===== src/pkg/dis_pkg.sv =====
// Constants for the drive input and setpoint selection logic.
// Assumes frequencies in 0.01 Hz units and times in 0.1 s units.
package dis_pkg;
    // Terminal function codes.
    localparam logic [5:0] FN_NONE = 6'h00;
    localparam logic [5:0] FN_RUN_FWD = 6'h01;
    localparam logic [5:0] FN_RUN_BWD = 6'h02;
    localparam logic [5:0] FN_RESET = 6'h06;
    localparam logic [5:0] FN_SRC_SW = 6'h07;
    localparam logic [5:0] FN_INCH_FWD = 6'h08;
    localparam logic [5:0] FN_INCH_BWD = 6'h09;
    localparam logic [5:0] FN_UP = 6'h0a;
    localparam logic [5:0] FN_DOWN = 6'h0b;
    localparam logic [5:0] FN_UPDN_CLR = 6'h0c;
    localparam logic [5:0] FN_COAST = 6'h0d;
    localparam logic [5:0] FN_FSTOP = 6'h0e;
    localparam logic [5:0] FN_DCBRAKE = 6'h0f;
    localparam logic [5:0] FN_HOLD = 6'h10;
    localparam logic [5:0] FN_INHIBIT = 6'h11;
    localparam logic [5:0] FN_STEP1 = 6'h12;
    localparam logic [5:0] FN_SSBIT0 = 6'h1a;
    localparam logic [5:0] FN_RAMP1 = 6'h1e;
    localparam logic [5:0] FN_RTBIT0 = 6'h22;
    localparam logic [5:0] FN_RTBIT1 = 6'h23;
    localparam logic [5:0] FN_FSTOP_NC = 6'h24;
    localparam logic [5:0] FN_EXTF_NO = 6'h25;
    localparam logic [5:0] FN_EXTF_NC = 6'h26;
    localparam logic [5:0] FN_EXTI_NO = 6'h27;
    localparam logic [5:0] FN_EXTI_NC = 6'h28;
    localparam logic [5:0] FN_SEQ_FIRST = 6'h2a;
    localparam logic [5:0] FN_PID_START = 6'h2f;
    localparam logic [5:0] FN_PULSE = 6'h36;
    localparam logic [5:0] FN_MAX_LOW = 6'h35;
    localparam logic [5:0] FN_MAX_HIGH = 6'h39;
    // Combination select range and PID source code.
    localparam logic [2:0] COMB_PID_LO = 3'h3;
    localparam logic [2:0] COMB_PID_HI = 3'h5;
    localparam logic [3:0] SRC_PID = 4'h9;
    // Fan temperature thresholds in degrees C.
    localparam logic [7:0] FAN_ON_TEMP = 8'h3c;
    localparam logic [7:0] FAN_OFF_TEMP = 8'h32;
    // Ramp time limits in 0.1 s.
    localparam logic [15:0] RAMP_MIN = 16'h0001;
    localparam logic [15:0] RAMP_MAX = 16'h8ca0;
    // Step frequency defaults in 0.01 Hz: 5,10,15,20,30,40,50 Hz.
    localparam logic [15:0] STEP_DEF [7] = '{16'h01f4, 16'h03e8,
        16'h05dc, 16'h07d0, 16'h0bb8, 16'h0fa0, 16'h1388};
endpackage : dis_pkg


===== src/logic/dis_term_cond.sv =====
// Terminal conditioner: two-stage synchroniser and polarity for one input.
// Assumes the terminal level is asynchronous to clk.
`timescale 1ns/1ps
module dis_term_cond (
    // Clock and reset.
    input wire logic clk,
    input wire logic nrst,
    // Raw level and polarity.
    input wire logic raw_pin,
    input wire logic open_valid,
    // Conditioned level.
    output logic asserted
);
    logic sync1; // First stage, read only by the second.
    logic sync2; // Settled level.

    // Two flops remove metastability before anything decodes.
    always_ff @(posedge clk or negedge nrst) begin
        if (!nrst) begin
            sync1 <= 1'b0;
            sync2 <= 1'b0;
        end else begin
            sync1 <= raw_pin;
            sync2 <= sync1;
        end
    end

    // Raw high means shorted to common; open-valid flips the sense.
    always_ff @(posedge clk or negedge nrst) begin
        if (!nrst) begin
            asserted <= 1'b0;
        end else begin
            asserted <= sync2 ^ open_valid;
        end
    end
endmodule : dis_term_cond


===== src/logic/dis_input_setpoint.sv =====
// Drive input terminals, function decode and setpoint selection.
// Assumes settings are held stable by the parameter store; raw pins are
// high when shorted to common.
// Notes on behaviour
// - All skip centres zero disables skipping
// - Three skip bands, union forms wider band
// - Seven preset step frequencies, clamped, defaults
// - Combination 3-5 with PID uses step one
// - Ramp sets two to four, 0.1-3600 s
// - No ramp terminal active selects set one
// - Sequencer or inch ignores ramp terminals
// - Auto fan runs while drive runs
// - Stopped auto fan: on above 60, off below 50
// - Fan mode one always on
// - Phase order setting swaps output sequence
// - Reverse inhibit: keypad reverse gives zero speed
// - Reverse inhibit blocks reverse inch and run
// - Polarity: close valid or open valid
// - Eight function codes, ranges 53 and 57
// - Small models: four takes terminal eight's code, five reads bits past the last code
// - Shared code active if any terminal asserted
// - Decode codes 1, 2 and 6 through 17
// - Decode step, ramp, stop, fault, interrupt codes
// - Decode sequencer, counter, pulse inputs
// - Code zero terminal is ignored entirely
// - Reset acts only on rising edge
// - Reset clears fault, stops running drive
// - Ramp bits high,low select sets one to four
`timescale 1ns/1ps
module dis_input_setpoint #(
    parameter int N_TERM = 8
) (
    // Clock and reset.
    input wire logic clk,
    input wire logic nrst,
    // Terminals.
    input wire logic [N_TERM-1:0] multi_function_input_pins,
    input wire logic terminal_polarity_setting,
    input wire logic [6*N_TERM-1:0] terminal_function_codes,
    input wire logic small_model,
    // Frequency settings in 0.01 Hz.
    input wire logic [15:0] max_freq,
    input wire logic [15:0] base_freq,
    input wire logic [47:0] skip_band_settings,
    input wire logic [15:0] skip_bandwidth,
    input wire logic [16*7-1:0] preset_step_frequencies,
    input wire logic preset_load,
    input wire logic [2:0] freq_combination_select,
    input wire logic [3:0] primary_freq_source,
    // Ramp settings in 0.1 s.
    input wire logic [31:0] ramp_time_set_1,
    input wire logic [16*6-1:0] ramp_time_sets_2_to_4,
    input wire logic [31:0] mode_ramp_times,
    input wire logic seq_or_inch_active,
    // Fan, phase and direction.
    input wire logic fan_policy_setting,
    input wire logic [7:0] stage_temp,
    input wire logic phase_order_setting,
    input wire logic reverse_inhibit_setting,
    input wire logic keypad_reverse,
    input wire logic running,
    input wire logic faulted,
    // Setpoint outputs.
    output logic [15:0] target_freq,
    output logic [15:0] pid_amplitude,
    output logic [15:0] accel_time,
    output logic [15:0] decel_time,
    output logic fan_on,
    output logic phase_swap,
    output logic zero_speed,
    // Decoded functions.
    output logic [N_TERM-1:0] term_asserted,
    output logic [63:0] func_active,
    output logic start_fwd,
    output logic start_bwd,
    output logic fault_clear,
    output logic stop_request
);
    initial begin
        if (N_TERM != 8) $error("dis_input_setpoint needs eight terminals");
    end

    // Clamp a frequency to the maximum.
    function automatic logic [15:0] clamp_f(input logic [15:0] f,
                                            input logic [15:0] m);
        clamp_f = (f > m) ? m : f;
    endfunction : clamp_f

    // Effective code with range check; out of range acts as none.
    function automatic logic [5:0] eff_code(input logic [5:0] c,
                                            input logic [5:0] lim);
        eff_code = (c > lim) ? dis_pkg::FN_NONE : c;
    endfunction : eff_code

    // Conditioned terminal levels.
    for (genvar g = 0; g < N_TERM; g++) begin : g_term
        dis_term_cond u_cond (
            .clk(clk),
            .nrst(nrst),
            .raw_pin(multi_function_input_pins[g]),
            .open_valid(terminal_polarity_setting),
            .asserted(term_asserted[g])
        );
    end

    // Per-terminal effective code; small models freeze six to eight.
    logic [5:0] code [N_TERM];
    always_comb begin
        for (int i = 0; i < N_TERM; i++) begin
            code[i] = eff_code(terminal_function_codes[6*i +: 6],
                               (i >= 6) ? dis_pkg::FN_MAX_HIGH
                                        : dis_pkg::FN_MAX_LOW);
        end
        if (small_model) begin
            code[3] = eff_code(terminal_function_codes[42 +: 6],
                               dis_pkg::FN_MAX_HIGH);
            code[4] = eff_code(terminal_function_codes[48 +: 6],
                               dis_pkg::FN_MAX_HIGH);
            code[5] = dis_pkg::FN_NONE;
            code[6] = dis_pkg::FN_NONE;
            code[7] = dis_pkg::FN_NONE;
        end
    end

    // OR of terminals per function; code zero contributes nothing.
    logic [63:0] next_func;
    always_comb begin
        next_func = '0;
        for (int i = 0; i < N_TERM; i++) begin
            if (code[i] != dis_pkg::FN_NONE) begin
                next_func[code[i]] = next_func[code[i]] |
                                     term_asserted[i];
            end
        end
        // Pulse and speed inputs are only legal on the last two pins.
        for (int i = 0; i < 6; i++) begin
            if (code[i] >= dis_pkg::FN_PULSE && !small_model) begin
                next_func[code[i]] = 1'b0;
            end
        end
        next_func[41] = 1'b0;
        next_func[48] = 1'b0;
        next_func[53] = 1'b0;
    end

    // Registered function vector.
    always_ff @(posedge clk or negedge nrst) begin
        if (!nrst) begin
            func_active <= '0;
        end else begin
            func_active <= next_func;
        end
    end

    // Reset function edge detect; previous level held here.
    logic reset_prev;
    always_ff @(posedge clk or negedge nrst) begin
        if (!nrst) begin
            reset_prev <= 1'b0;
        end else begin
            reset_prev <= func_active[dis_pkg::FN_RESET];
        end
    end
    logic reset_edge;
    assign reset_edge = func_active[dis_pkg::FN_RESET] & ~reset_prev;

    // Reset pulses: clears fault, or stops a running drive.
    always_ff @(posedge clk or negedge nrst) begin
        if (!nrst) begin
            fault_clear <= 1'b0;
        end else begin
            fault_clear <= reset_edge & faulted;
        end
    end

    // Stop from reset edge, forced stop, coast, inhibit, or external fault.
    always_ff @(posedge clk or negedge nrst) begin
        if (!nrst) begin
            stop_request <= 1'b0;
        end else begin
            stop_request <= (reset_edge & running)
                | func_active[dis_pkg::FN_FSTOP]
                | func_active[dis_pkg::FN_COAST]
                | func_active[dis_pkg::FN_INHIBIT]
                | func_active[dis_pkg::FN_EXTF_NO];
        end
    end

    // Start commands; reverse ones are blocked when inhibited.
    always_ff @(posedge clk or negedge nrst) begin
        if (!nrst) begin
            start_fwd <= 1'b0;
            start_bwd <= 1'b0;
        end else begin
            start_fwd <= func_active[dis_pkg::FN_RUN_FWD]
                       | func_active[dis_pkg::FN_INCH_FWD];
            start_bwd <= (func_active[dis_pkg::FN_RUN_BWD]
                        | func_active[dis_pkg::FN_INCH_BWD])
                       & ~reverse_inhibit_setting;
        end
    end

    // Preset store; loaded defaults at reset, clamped on load.
    logic [15:0] preset [7];
    always_ff @(posedge clk or negedge nrst) begin
        if (!nrst) begin
            for (int i = 0; i < 7; i++) preset[i] <= dis_pkg::STEP_DEF[i];
        end else if (preset_load) begin
            for (int i = 0; i < 7; i++) begin
                preset[i] <= clamp_f(preset_step_frequencies[16*i +: 16],
                                     max_freq);
            end
        end
    end

    // Step selection: single selects beat binary bits, lowest wins.
    logic [2:0] step_sel;
    always_comb begin
        step_sel = {func_active[dis_pkg::FN_SSBIT0 + 2],
                    func_active[dis_pkg::FN_SSBIT0 + 1],
                    func_active[dis_pkg::FN_SSBIT0]};
        for (int s = 6; s >= 0; s--) begin
            if (func_active[dis_pkg::FN_STEP1 + s]) step_sel = 3'(s + 1);
        end
    end

    // Skip band logic: raise into the top of any band hit.
    logic [15:0] pre_freq;
    logic [15:0] skip_freq;
    logic skip_en;
    assign pre_freq = (step_sel == 3'h0) ? base_freq : preset[step_sel - 3'h1];
    assign skip_en = (skip_band_settings != '0);
    always_comb begin
        logic [16:0] lo;
        logic [16:0] hi;
        lo = '0;
        hi = '0;
        skip_freq = pre_freq;
        // Two passes let overlapping or nested bands merge.
        for (int p = 0; p < 2; p++) begin
            for (int b = 0; b < 3; b++) begin
                lo = {1'b0, skip_band_settings[16*b +: 16]}
                   - {1'b0, skip_bandwidth};
                hi = {1'b0, skip_band_settings[16*b +: 16]}
                   + {1'b0, skip_bandwidth};
                if (skip_band_settings[16*b +: 16] != '0 &&
                    {1'b0, skip_freq} > lo && {1'b0, skip_freq} < hi) begin
                    skip_freq = (hi[16]) ? 16'hffff : hi[15:0];
                end
            end
        end
    end

    // Output frequency, zero for inhibited keypad reverse.
    always_ff @(posedge clk or negedge nrst) begin
        if (!nrst) begin
            target_freq <= '0;
            zero_speed <= 1'b0;
        end else begin
            zero_speed <= reverse_inhibit_setting & keypad_reverse;
            if (reverse_inhibit_setting & keypad_reverse) begin
                target_freq <= '0;
            end else begin
                target_freq <= clamp_f(skip_en ? skip_freq : pre_freq,
                                       max_freq);
            end
        end
    end

    // PID amplitude from step one under PID combination.
    always_ff @(posedge clk or negedge nrst) begin
        if (!nrst) begin
            pid_amplitude <= '0;
        end else if (freq_combination_select >= dis_pkg::COMB_PID_LO &&
                     freq_combination_select <= dis_pkg::COMB_PID_HI &&
                     primary_freq_source == dis_pkg::SRC_PID) begin
            pid_amplitude <= preset[0];
        end else begin
            pid_amplitude <= '0;
        end
    end

    // Ramp set selection: single selects first, then binary bits.
    logic [1:0] ramp_sel;
    always_comb begin
        ramp_sel = {func_active[dis_pkg::FN_RTBIT1],
                    func_active[dis_pkg::FN_RTBIT0]};
        for (int s = 3; s >= 0; s--) begin
            if (func_active[dis_pkg::FN_RAMP1 + s]) ramp_sel = 2'(s);
        end
    end

    // Limit a ramp time into its legal span.
    function automatic logic [15:0] clamp_t(input logic [15:0] t);
        clamp_t = (t < dis_pkg::RAMP_MIN) ? dis_pkg::RAMP_MIN :
                  (t > dis_pkg::RAMP_MAX) ? dis_pkg::RAMP_MAX : t;
    endfunction : clamp_t

    // Ramp time outputs.
    always_ff @(posedge clk or negedge nrst) begin
        if (!nrst) begin
            accel_time <= dis_pkg::RAMP_MIN;
            decel_time <= dis_pkg::RAMP_MIN;
        end else if (seq_or_inch_active) begin
            accel_time <= mode_ramp_times[15:0];
            decel_time <= mode_ramp_times[31:16];
        end else if (ramp_sel == 2'h0) begin
            accel_time <= ramp_time_set_1[15:0];
            decel_time <= ramp_time_set_1[31:16];
        end else begin
            accel_time <= clamp_t(ramp_time_sets_2_to_4[32*(ramp_sel-1) +: 16]);
            decel_time <= clamp_t(
                ramp_time_sets_2_to_4[32*(ramp_sel-1)+16 +: 16]);
        end
    end

    // Fan control with temperature hysteresis when stopped.
    always_ff @(posedge clk or negedge nrst) begin
        if (!nrst) begin
            fan_on <= 1'b0;
        end else if (fan_policy_setting) begin
            fan_on <= 1'b1;
        end else if (running) begin
            fan_on <= 1'b1;
        end else if (stage_temp > dis_pkg::FAN_ON_TEMP) begin
            fan_on <= 1'b1;
        end else if (stage_temp < dis_pkg::FAN_OFF_TEMP) begin
            fan_on <= 1'b0;
        end
    end

    // Phase order swap.
    always_ff @(posedge clk or negedge nrst) begin
        if (!nrst) begin
            phase_swap <= 1'b0;
        end else begin
            phase_swap <= phase_order_setting;
        end
    end

    // Checks.
    a_reset_edge_only: assert property (
        @(posedge clk) disable iff (!nrst)
        fault_clear |-> $past(faulted) && $past(reset_edge))
        else $error("fault clear without reset edge");
    a_reverse_block: assert property (
        @(posedge clk) disable iff (!nrst)
        $past(reverse_inhibit_setting) |-> !start_bwd)
        else $error("reverse start while inhibited");
    a_fan_always: assert property (
        @(posedge clk) disable iff (!nrst)
        $past(fan_policy_setting) |-> fan_on)
        else $error("fan off in always-on mode");
    a_fan_hot: assert property (
        @(posedge clk) disable iff (!nrst)
        $past(stage_temp) > dis_pkg::FAN_ON_TEMP |-> fan_on)
        else $error("fan off while hot");
    a_zero_rev: assert property (
        @(posedge clk) disable iff (!nrst)
        zero_speed |-> target_freq == '0)
        else $error("reverse inhibit not zero speed");
    a_phase_follow: assert property (
        @(posedge clk) disable iff (!nrst)
        ##1 phase_swap == $past(phase_order_setting))
        else $error("phase swap not following setting");
    a_ramp_mode: assert property (
        @(posedge clk) disable iff (!nrst)
        $past(seq_or_inch_active) |->
            accel_time == $past(mode_ramp_times[15:0]))
        else $error("mode ramp not used");
    a_freq_limit: assert property (
        @(posedge clk) disable iff (!nrst)
        ##1 target_freq <= $past(max_freq))
        else $error("frequency over maximum");
endmodule : dis_input_setpoint


===== config.mk =====
export PLATFORM = sky130hd
export DESIGN_NAME = dis_input_setpoint
export DESIGN_NICKNAME = d
export VERILOG_FILES = /design/src/pkg/dis_pkg.sv /design/src/logic/dis_term_cond.sv /design/src/logic/dis_input_setpoint.sv
export SDC_FILE = /design/constraint.sdc
export NUM_CORES = 2
export LEC_CHECK = 0
export ABC_AREA = 1
export BUFFER_PORTS_ARGS = -buffer_cell sky130_fd_sc_hd__buf_4
export CAP_MARGIN = 0
export CORE_ASPECT_RATIO = 1.4
export CORE_MARGIN = 10
export CORE_UTILIZATION = 29
export DETAILED_ROUTE_END_ITERATION = 16
export GPL_ROUTABILITY_DRIVEN = 0
export PLACE_DENSITY = 0.5
export SETUP_SLACK_MARGIN = 0.2
export SYNTH_ARGS = -nofsm -noshare
export SYNTH_HDL_FRONTEND = slang
export SYNTH_SLANG_ARGS = --single-unit

===== constraint.sdc =====
create_clock -name clk -period 17.4 [get_ports clk]
set_clock_uncertainty 0.1 [all_clocks]
set_input_delay 2.61 -clock clk [delete_from_list [all_inputs] [get_ports clk]]
set_output_delay 2.61 -clock clk [all_outputs]
set_load 0.005 [all_outputs]

# [Word level (Yosys, flattened, before mapping)]
# Memory sizes are Yosys's and may differ from the RTL's.
# Index checks and enable logic that the tools add are counted.
[totals] memories=1 ram_bits=0 romBits=64 latchBits=0 output_inout_bits=143 in_bits=451 register_bits=269 word_cells=311
[op_classes] div_mod_pow=0 n_bitwise=43 addsub=9 muxes=108 mul=0 reduce_logical=44 shift=2 n_eq_ne=1 n_lt_le_gt_ge=59
[memory_table] name="(no name shown)" depth=64 width=1 read_ports=1 rd_ports_with_merged_regs=0 write_ports=0 line_no="dis_input_setpoint.sv:131" text="next_func[code[i]] = next_func[code[i]] |"
[ops] cell="64-bit 2-to-1 mux" n=14
[ops] cell="16-bit 2-to-1 mux" n=31
[ops] cell="64-bit bitwise AND" n=7
[ops] cell="64-bit bitwise mux" n=7
[ops] cell="64-bit inverter" n=6
[ops] cell="96-bit by 33-bit indexed part select with 16-bit output" n=2
[ops] cell="16-bit greater-than comparator" n=8
[ops] cell="16-bit by 17-bit greater-than comparator with 1-bit output" n=6
[ops] cell="16-bit by 17-bit < comparator with 1-bit output" n=6
[ops] cell="6-bit by 7-bit < comparator with 1-bit output, second input constant" n=8
[ops] cell="16-bit by 16-bit adder with 17-bit output" n=3
[ops] cell="16-bit by 16-bit subtractor with 17-bit output" n=3
[ops] cell="16-bit binary-select mux with 3-bit select" n=1
[ops] cell="1-bit demux with 6-bit select" n=8
[ops] cell="6-bit by 1-bit >= comparator with 1-bit output, second input constant" n=8
[ops] cell="6-bit greater-than comparator, second input constant" n=8
[ops] cell="6-bit 2-to-1 mux" n=8
[ops] cell="16-bit nonzero test" n=3
[ops] cell="48-bit nonzero test" n=1
[ops] cell="6-bit nonzero test" n=8
[ops] cell="1-bit binary-select mux with 6-bit select" n=7
[ops] cell="6-bit >= comparator, second input constant" n=6
[ops] cell="16-bit greater-than comparator, second input constant" n=2
[ops] cell="16-bit by 1-bit < comparator with 1-bit output, second input constant" n=2
[ops] cell="other kinds (23)" n=103

# [Logic depth before layout (Yosys ltp)]
[logic_depth] depth_word=55 depth_mapped=136 ltp_nobuf=124

# [Hierarchy]
# Synthesis repeated with hierarchy kept, for this count alone.
[unflattened] hier_cells=6226 hier_area_um2=37721.2
[modules_own_cells] module="dis_input_setpoint" seq_area_each_um2=6187.2 area_per_inst_um2=36970.5 n_inst=1 cells_each=6162
[modules_own_cells] module="dis_term_cond" seq_area_each_um2=75.1 area_per_inst_um2=93.8 n_inst=8 cells_each=8

# [Worst setup path before layout]
# Ideal clock, no wire load.
[synth_path] path_kind="input to register" startpoint="input port skip_bandwidth[2]" endpoint="register target_freq[11]" required_time_ns=17.222 t_arrival_ns=19.820 setup_ns=0.078 n_path_buf=9 setup_slack_ns=-2.598 cell_stages=128 cell_sequence="inv_1 -> ha_1 -> inv_1 -> a221o_1 -> a21oi_1 -> o21bai_1 -> a21oi_1 -> o21bai_1 -> a21oi_1 -> nor2_1 -> nor2_1 -> inv_1 -> a21oi_1 -> o21ai_0 -> a21oi_1 -> o21bai_1 -> a21oi_1 -> o21bai_1 -> [92 not listed] -> a21oi_1 -> a2111oi_0 -> nand3_1 -> clkbuf_1 -> nand2_1 -> o21ai_0 -> inv_1 -> ha_1 -> nand2_1 -> inv_1 -> a221oi_1 -> o221ai_1 -> nand2_1 -> nand4_1 -> nand2_1 -> clkbuf_1 -> o21ai_0 -> a21oi_1"
[synth_via] elab_chain_len=29 elab_cells_between_ends=43 classes_between="add/sub (6); order compare (13); mux (12); reduce/logical (12)"
[synth_lines] item="from (decl)" line_no="dis_input_setpoint.sv:45" text="input wire logic [15:0] skip_bandwidth,"
[synth_lines] item="16-bit by 16-bit subtractor with 17-bit output" line_no="dis_input_setpoint.sv:243" text="- {1'b0, skip_bandwidth};"
[synth_lines] item="16-bit by 17-bit greater-than comparator with 1-bit output" line_no="dis_input_setpoint.sv:247" text="{1'b0, skip_freq} > lo && {1'b0, skip_freq} < hi) begin"
[synth_lines] item="1-bit logical AND" line_no="dis_input_setpoint.sv:246" text="if (skip_band_settings[16*b +: 16] != '0 &&"
[synth_lines] item="1-bit logical AND" line_no="dis_input_setpoint.sv:247"
[synth_lines] item="16-bit 2-to-1 mux" line_no="dis_input_setpoint.sv:246"
[synth_lines] item="16-bit by 17-bit greater-than comparator with 1-bit output" line_no="dis_input_setpoint.sv:247"
[synth_lines] item="1-bit logical AND" line_no="dis_input_setpoint.sv:246"
[synth_lines] item="1-bit logical AND" line_no="dis_input_setpoint.sv:247"
[synth_lines] item="[13 not listed]"
[synth_lines] item="16-bit by 17-bit greater-than comparator with 1-bit output" line_no="dis_input_setpoint.sv:247"
[synth_lines] item="1-bit logical AND" line_no="dis_input_setpoint.sv:246"
[synth_lines] item="1-bit logical AND" line_no="dis_input_setpoint.sv:247"
[synth_lines] item="16-bit 2-to-1 mux (*)" line_no="dis_input_setpoint.sv:246"
[synth_lines] item="16-bit 2-to-1 mux (*)" line_no="dis_input_setpoint.sv:264" text="target_freq <= clamp_f(skip_en ? skip_freq : pre_freq,"
[synth_lines] item="16-bit greater-than comparator" line_no="dis_input_setpoint.sv:86" text="clamp_f = (f > m) ? m : f;"
[synth_lines] item="16-bit 2-to-1 mux (*)" line_no="dis_input_setpoint.sv:86"
[synth_lines] item="16-bit 2-to-1 mux (*)" line_no="dis_input_setpoint.sv:261" text="if (reverse_inhibit_setting & keypad_reverse) begin"
[synth_lines] item="to (signal assigned)" line_no="dis_input_setpoint.sv:264"
[synth_lines] item="to (decl)" line_no="dis_input_setpoint.sv:64" text="output logic [15:0] target_freq,"
# Every way passes the cells marked *; elsewhere a longest branch is shown, timed or not.
# A chain may end at the register's enable or synchronous reset.

# [Worst setup path after layout]
[layout_path] startpoint="input port skip_bandwidth[1]" endpoint="register target_freq[10]"
# The elaborated chain is that of the path after synthesis.

==> impl_metrics.yaml <==
worst_setup_path:
  worstSetupPathType: "input port to flop"
  path_common_cell: "nand2_1"
  r2r-start: "func_active[23]"
  worst_setup_path_start_kind: "input port"
  r2r-end: "target_freq[10]"
  slowest_delay_ps: 390
  crit_required_ps: 17780
  worstSetupEndpointType: "flop"
  critPathMaxFanout: 8
  arrival_ps: 19540
  worst-r2r-cell-count: 124
  critPathSlowestCell: "a2111oi_0"
  r2r_setup_slack_ps: -740
grt:
  grt_pass1_vias: 45210
  grtUsageTotal_pct: 27.3
  antenna_found_initial: 12
  grt_max_degree: 144
  grt_first_pass_wirelength_um: 296000
  grt-ovfl-total: 0
detailed_routing:
  wl_per_cell_um: 23.8
  route.detailed.drc: 0
  drtPass1Iterations: 8
  drt_iter0_markers: 4699
  drt_wl_total_um: 207000
  vias: 47732
  antenna_left: 0
  viasPerCell: 5.48
placement:
  port-buffer-count: 590
  pre_cts_ws_ps: -3160
  dpl.hpwl_um: 166000
  dp_cells: 8580
synth:
  synth_edf_count: 0
  synthesis.area_sq_um: 37100
  synth_seq_cells: 269
  async_flop_share_pct: 100
  yosysSeqAreaShare_pct: 18.3
  postSynthCellCount: 6082
  syn_area_per_cell_sq_um: 6.10
  synth_cell_types: 61
  yosys_warnings: 0
  synthFlopType: "dfrtp_1"
floorplanning:
  chipHeight_um: 443
  dieArea_sq_um: 143000
  die_x_um: 322
  core_area_sq_um: 127000
  rows: 155
  initial_utilization_pct: 29.1
  io_pins: 594
clocking:
  clk-insertion-delay-late_ps: 610
  h-tree-depth: 2
  cts_hold_buf: 0
  cts_tree: "built"
  cts_buffers: 37
  clk_pin_slew_ps: 60
  cts_root_buffer: "clkbuf_16"
  clock_path_buffers: 3
  cts.sink_count: 269
timing:
  final.period_utilization_pct: 110
  worst_slack_ps: -1760
  relSlewSlack_pct: 19.2
  worst_pin_slew_ps: 1200
  finalSetupViolations: 16
  period_needed_ps: 19160
  finalHoldViolations: 0
  rsz0062_at_grt: "yes"
  clock.fmax_mhz: 52.2
  whs_ps: 243
  final_max_slew_viol_count: 0
min_path:
  hold_depth: 0
  holdCritPathClass: "flop to flop"
  hp-start: "g_term[4].u_cond.sync1"
  hold_path_end: "g_term[4].u_cond.sync2"
power:
  irDropWorstVdd_mv: 0.186
  leakage_nw: 23.7
  power_density_nw_per_um2: 175
finish:
  drive_gt1_share_pct: 21.8
  layout.nets: 7899
  layout_common_cells: "buf_4, nand2_1, nor2_1"
  area_delta_synth_final_pct: 33.0
  layout.cells.non_filler: 8711
  nFillCells: 13766
  layout_commonest_cell: "buf_4"
run_status:
  violations: "negative setup slack"
  status: "finished, violations left"
run:
  drv_cap: 0
==> timing repair <==
item | in CTS | in global routing
gates resized for setup | 115 | 99
gates cloned | 4 | 0
pin swaps | 33 | 28
setup buffers | 40 | 16
endpoints found under the setup margin | 16 | 16
==> power by group <==
group	leakage, nW	switching (mW)	internal, mW	total, mW
logic	19.8	3.79	3.23	7.01
clock network	0.615	0.338	0.466	0.804
registers	3.25	0.0632	0.735	0.798
==> metal layers <==
metal | vias to the layer above | global-route usage (%) | wire length [um]
met3 | 540 | 4.69 | 15500
li1 | 22510 | - | -
met4 | 4 | 15.3 | 13800
met1 | 22472 | 32.4 | 80300
met5 | - | 0 | 29
met2 | 2206 | 46.2 | 97900
==> sequential cells by signal, indices dropped and copies added, names as in the netlist, 8 cells and up <==
| register | flops |
|---|---|
| accel_time | 16 |
| decel_time | 16 |
| func_active | 61 |
| g_term.u_cond.asserted | 8 |
| g_term.u_cond.sync1 | 8 |
| g_term.u_cond.sync2 | 8 |
| pid_amplitude | 16 |
| preset | 112 |
| target_freq | 16 |
==> per-stage QoR <==
step | util [%] | power [mW] | cell area (sq um) | TNS (ps)
3_3_place_gp | 36.7 | 6.59 | 46700 | -47700
2_1_floorplan | - | 3.90 | 37400 | -19600
5_1_grt | 38.8 | 9.25 | 49300 | -46430
4_1_cts | 38.3 | 8.09 | 48800 | -25750
6_report | 38.8 | 8.62 | 49300 | -27330
3_5_place_dp | 36.7 | 6.64 | 46700 | -49730
==> Yosys cell counts, drive strengths merged (2+ instances only) <==
library cell,count,share of area [%]
nand2,1127,11
nor2,936,9.6
nand3,666,9.0
o21ai,662,8.9
inv,595,6.0
ha,411,14
a21oi,377,5.1
clkbuf,230,2.3
dfrtp,224,15
o22ai,121,2.0
buf,84,1.4
xor2,83,2.0
nand4,80,1.3
o21bai,59,1.2
nor3,53,0.72
a21boi,52,1.1
dfstp,45,3.2
or2,32,0.54
nor4,26,0.44
a31oi,22,0.37
o211ai,19,0.38
o221ai,18,0.43
nand3b,16,0.32
o31ai,16,0.34
o21a,12,0.24
o311ai,12,0.28
a211oi,11,0.22
clkinv,10,0.10
and2,8,0.13
xnor2,8,0.19
a221oi,7,0.17
o2111ai,7,0.17
a2111oi,6,0.14
a21o,6,0.12
a221o,6,0.16
fa,6,0.32
a22o,4,0.094
o221a,4,0.12
or4,4,0.081
and3,3,0.051
a211o,2,0.047
a22oi,2,0.040
mux2i,2,0.054
o32ai,2,0.047
==> critical path: cells and delay by family <==
kind / cells / cell delay, ps
compound gates: 53 / 7510
fa+ha+maj: 8 / 2250
xor+xnor: 1 / 290
buf+inv: 22 / 2520
simple gates: 38 / 4320
==> how the worst max path moves through the flow <==
stage          cells past startpoint              end  slack [ps]               from
2_1_floorplan                    129  target_freq[11]       -1240  skip_bandwidth[1]
3_3_place_gp                     125  target_freq[10]       -3020  skip_bandwidth[1]
3_5_place_dp                     125   target_freq[3]       -3160  skip_bandwidth[1]
4_1_cts                          126  target_freq[15]       -1650  skip_bandwidth[1]
5_1_grt                          127  target_freq[10]       -2940  skip_bandwidth[1]
6_report                         122  target_freq[10]       -1760  skip_bandwidth[1]
==> cell type report <==
type                    instances  area, sq um  area share, %
diodes                          5         12.5         0.0254
clock buffers                  46         1010           2.05
clock inverters                20          268          0.543
inverters                     605         2280           4.63
multi-input cells            4904        27600           55.9
flip-flops and latches        269         6790           13.8
well taps                    1648         2060           4.18
repair buffers               1214         9320           18.9
==> logic make-up (layout without fill, tap and decap cells) <==
| logic type | Yosys count | count (layout) | synth area share [%] |
|---|---|---|---|
| and+or+nand+nor | 2953 | 2954 | 33.7 |
| AOI/OAI and AO/OA | 1430 | 1430 | 21.8 |
| buffers and inverters | 919 | 1885 | 9.83 |
| adders and majority gates | 417 | 417 | 14.2 |
| DFF | 269 | 269 | 18.3 |
| xor gates and xnor gates | 91 | 91 | 2.15 |
| muxes | 2 | 2 | 0.0540 |
| other | 1 | 15 | 0.0101 |
Note: power is estimated with default switching activity, not from simulation.
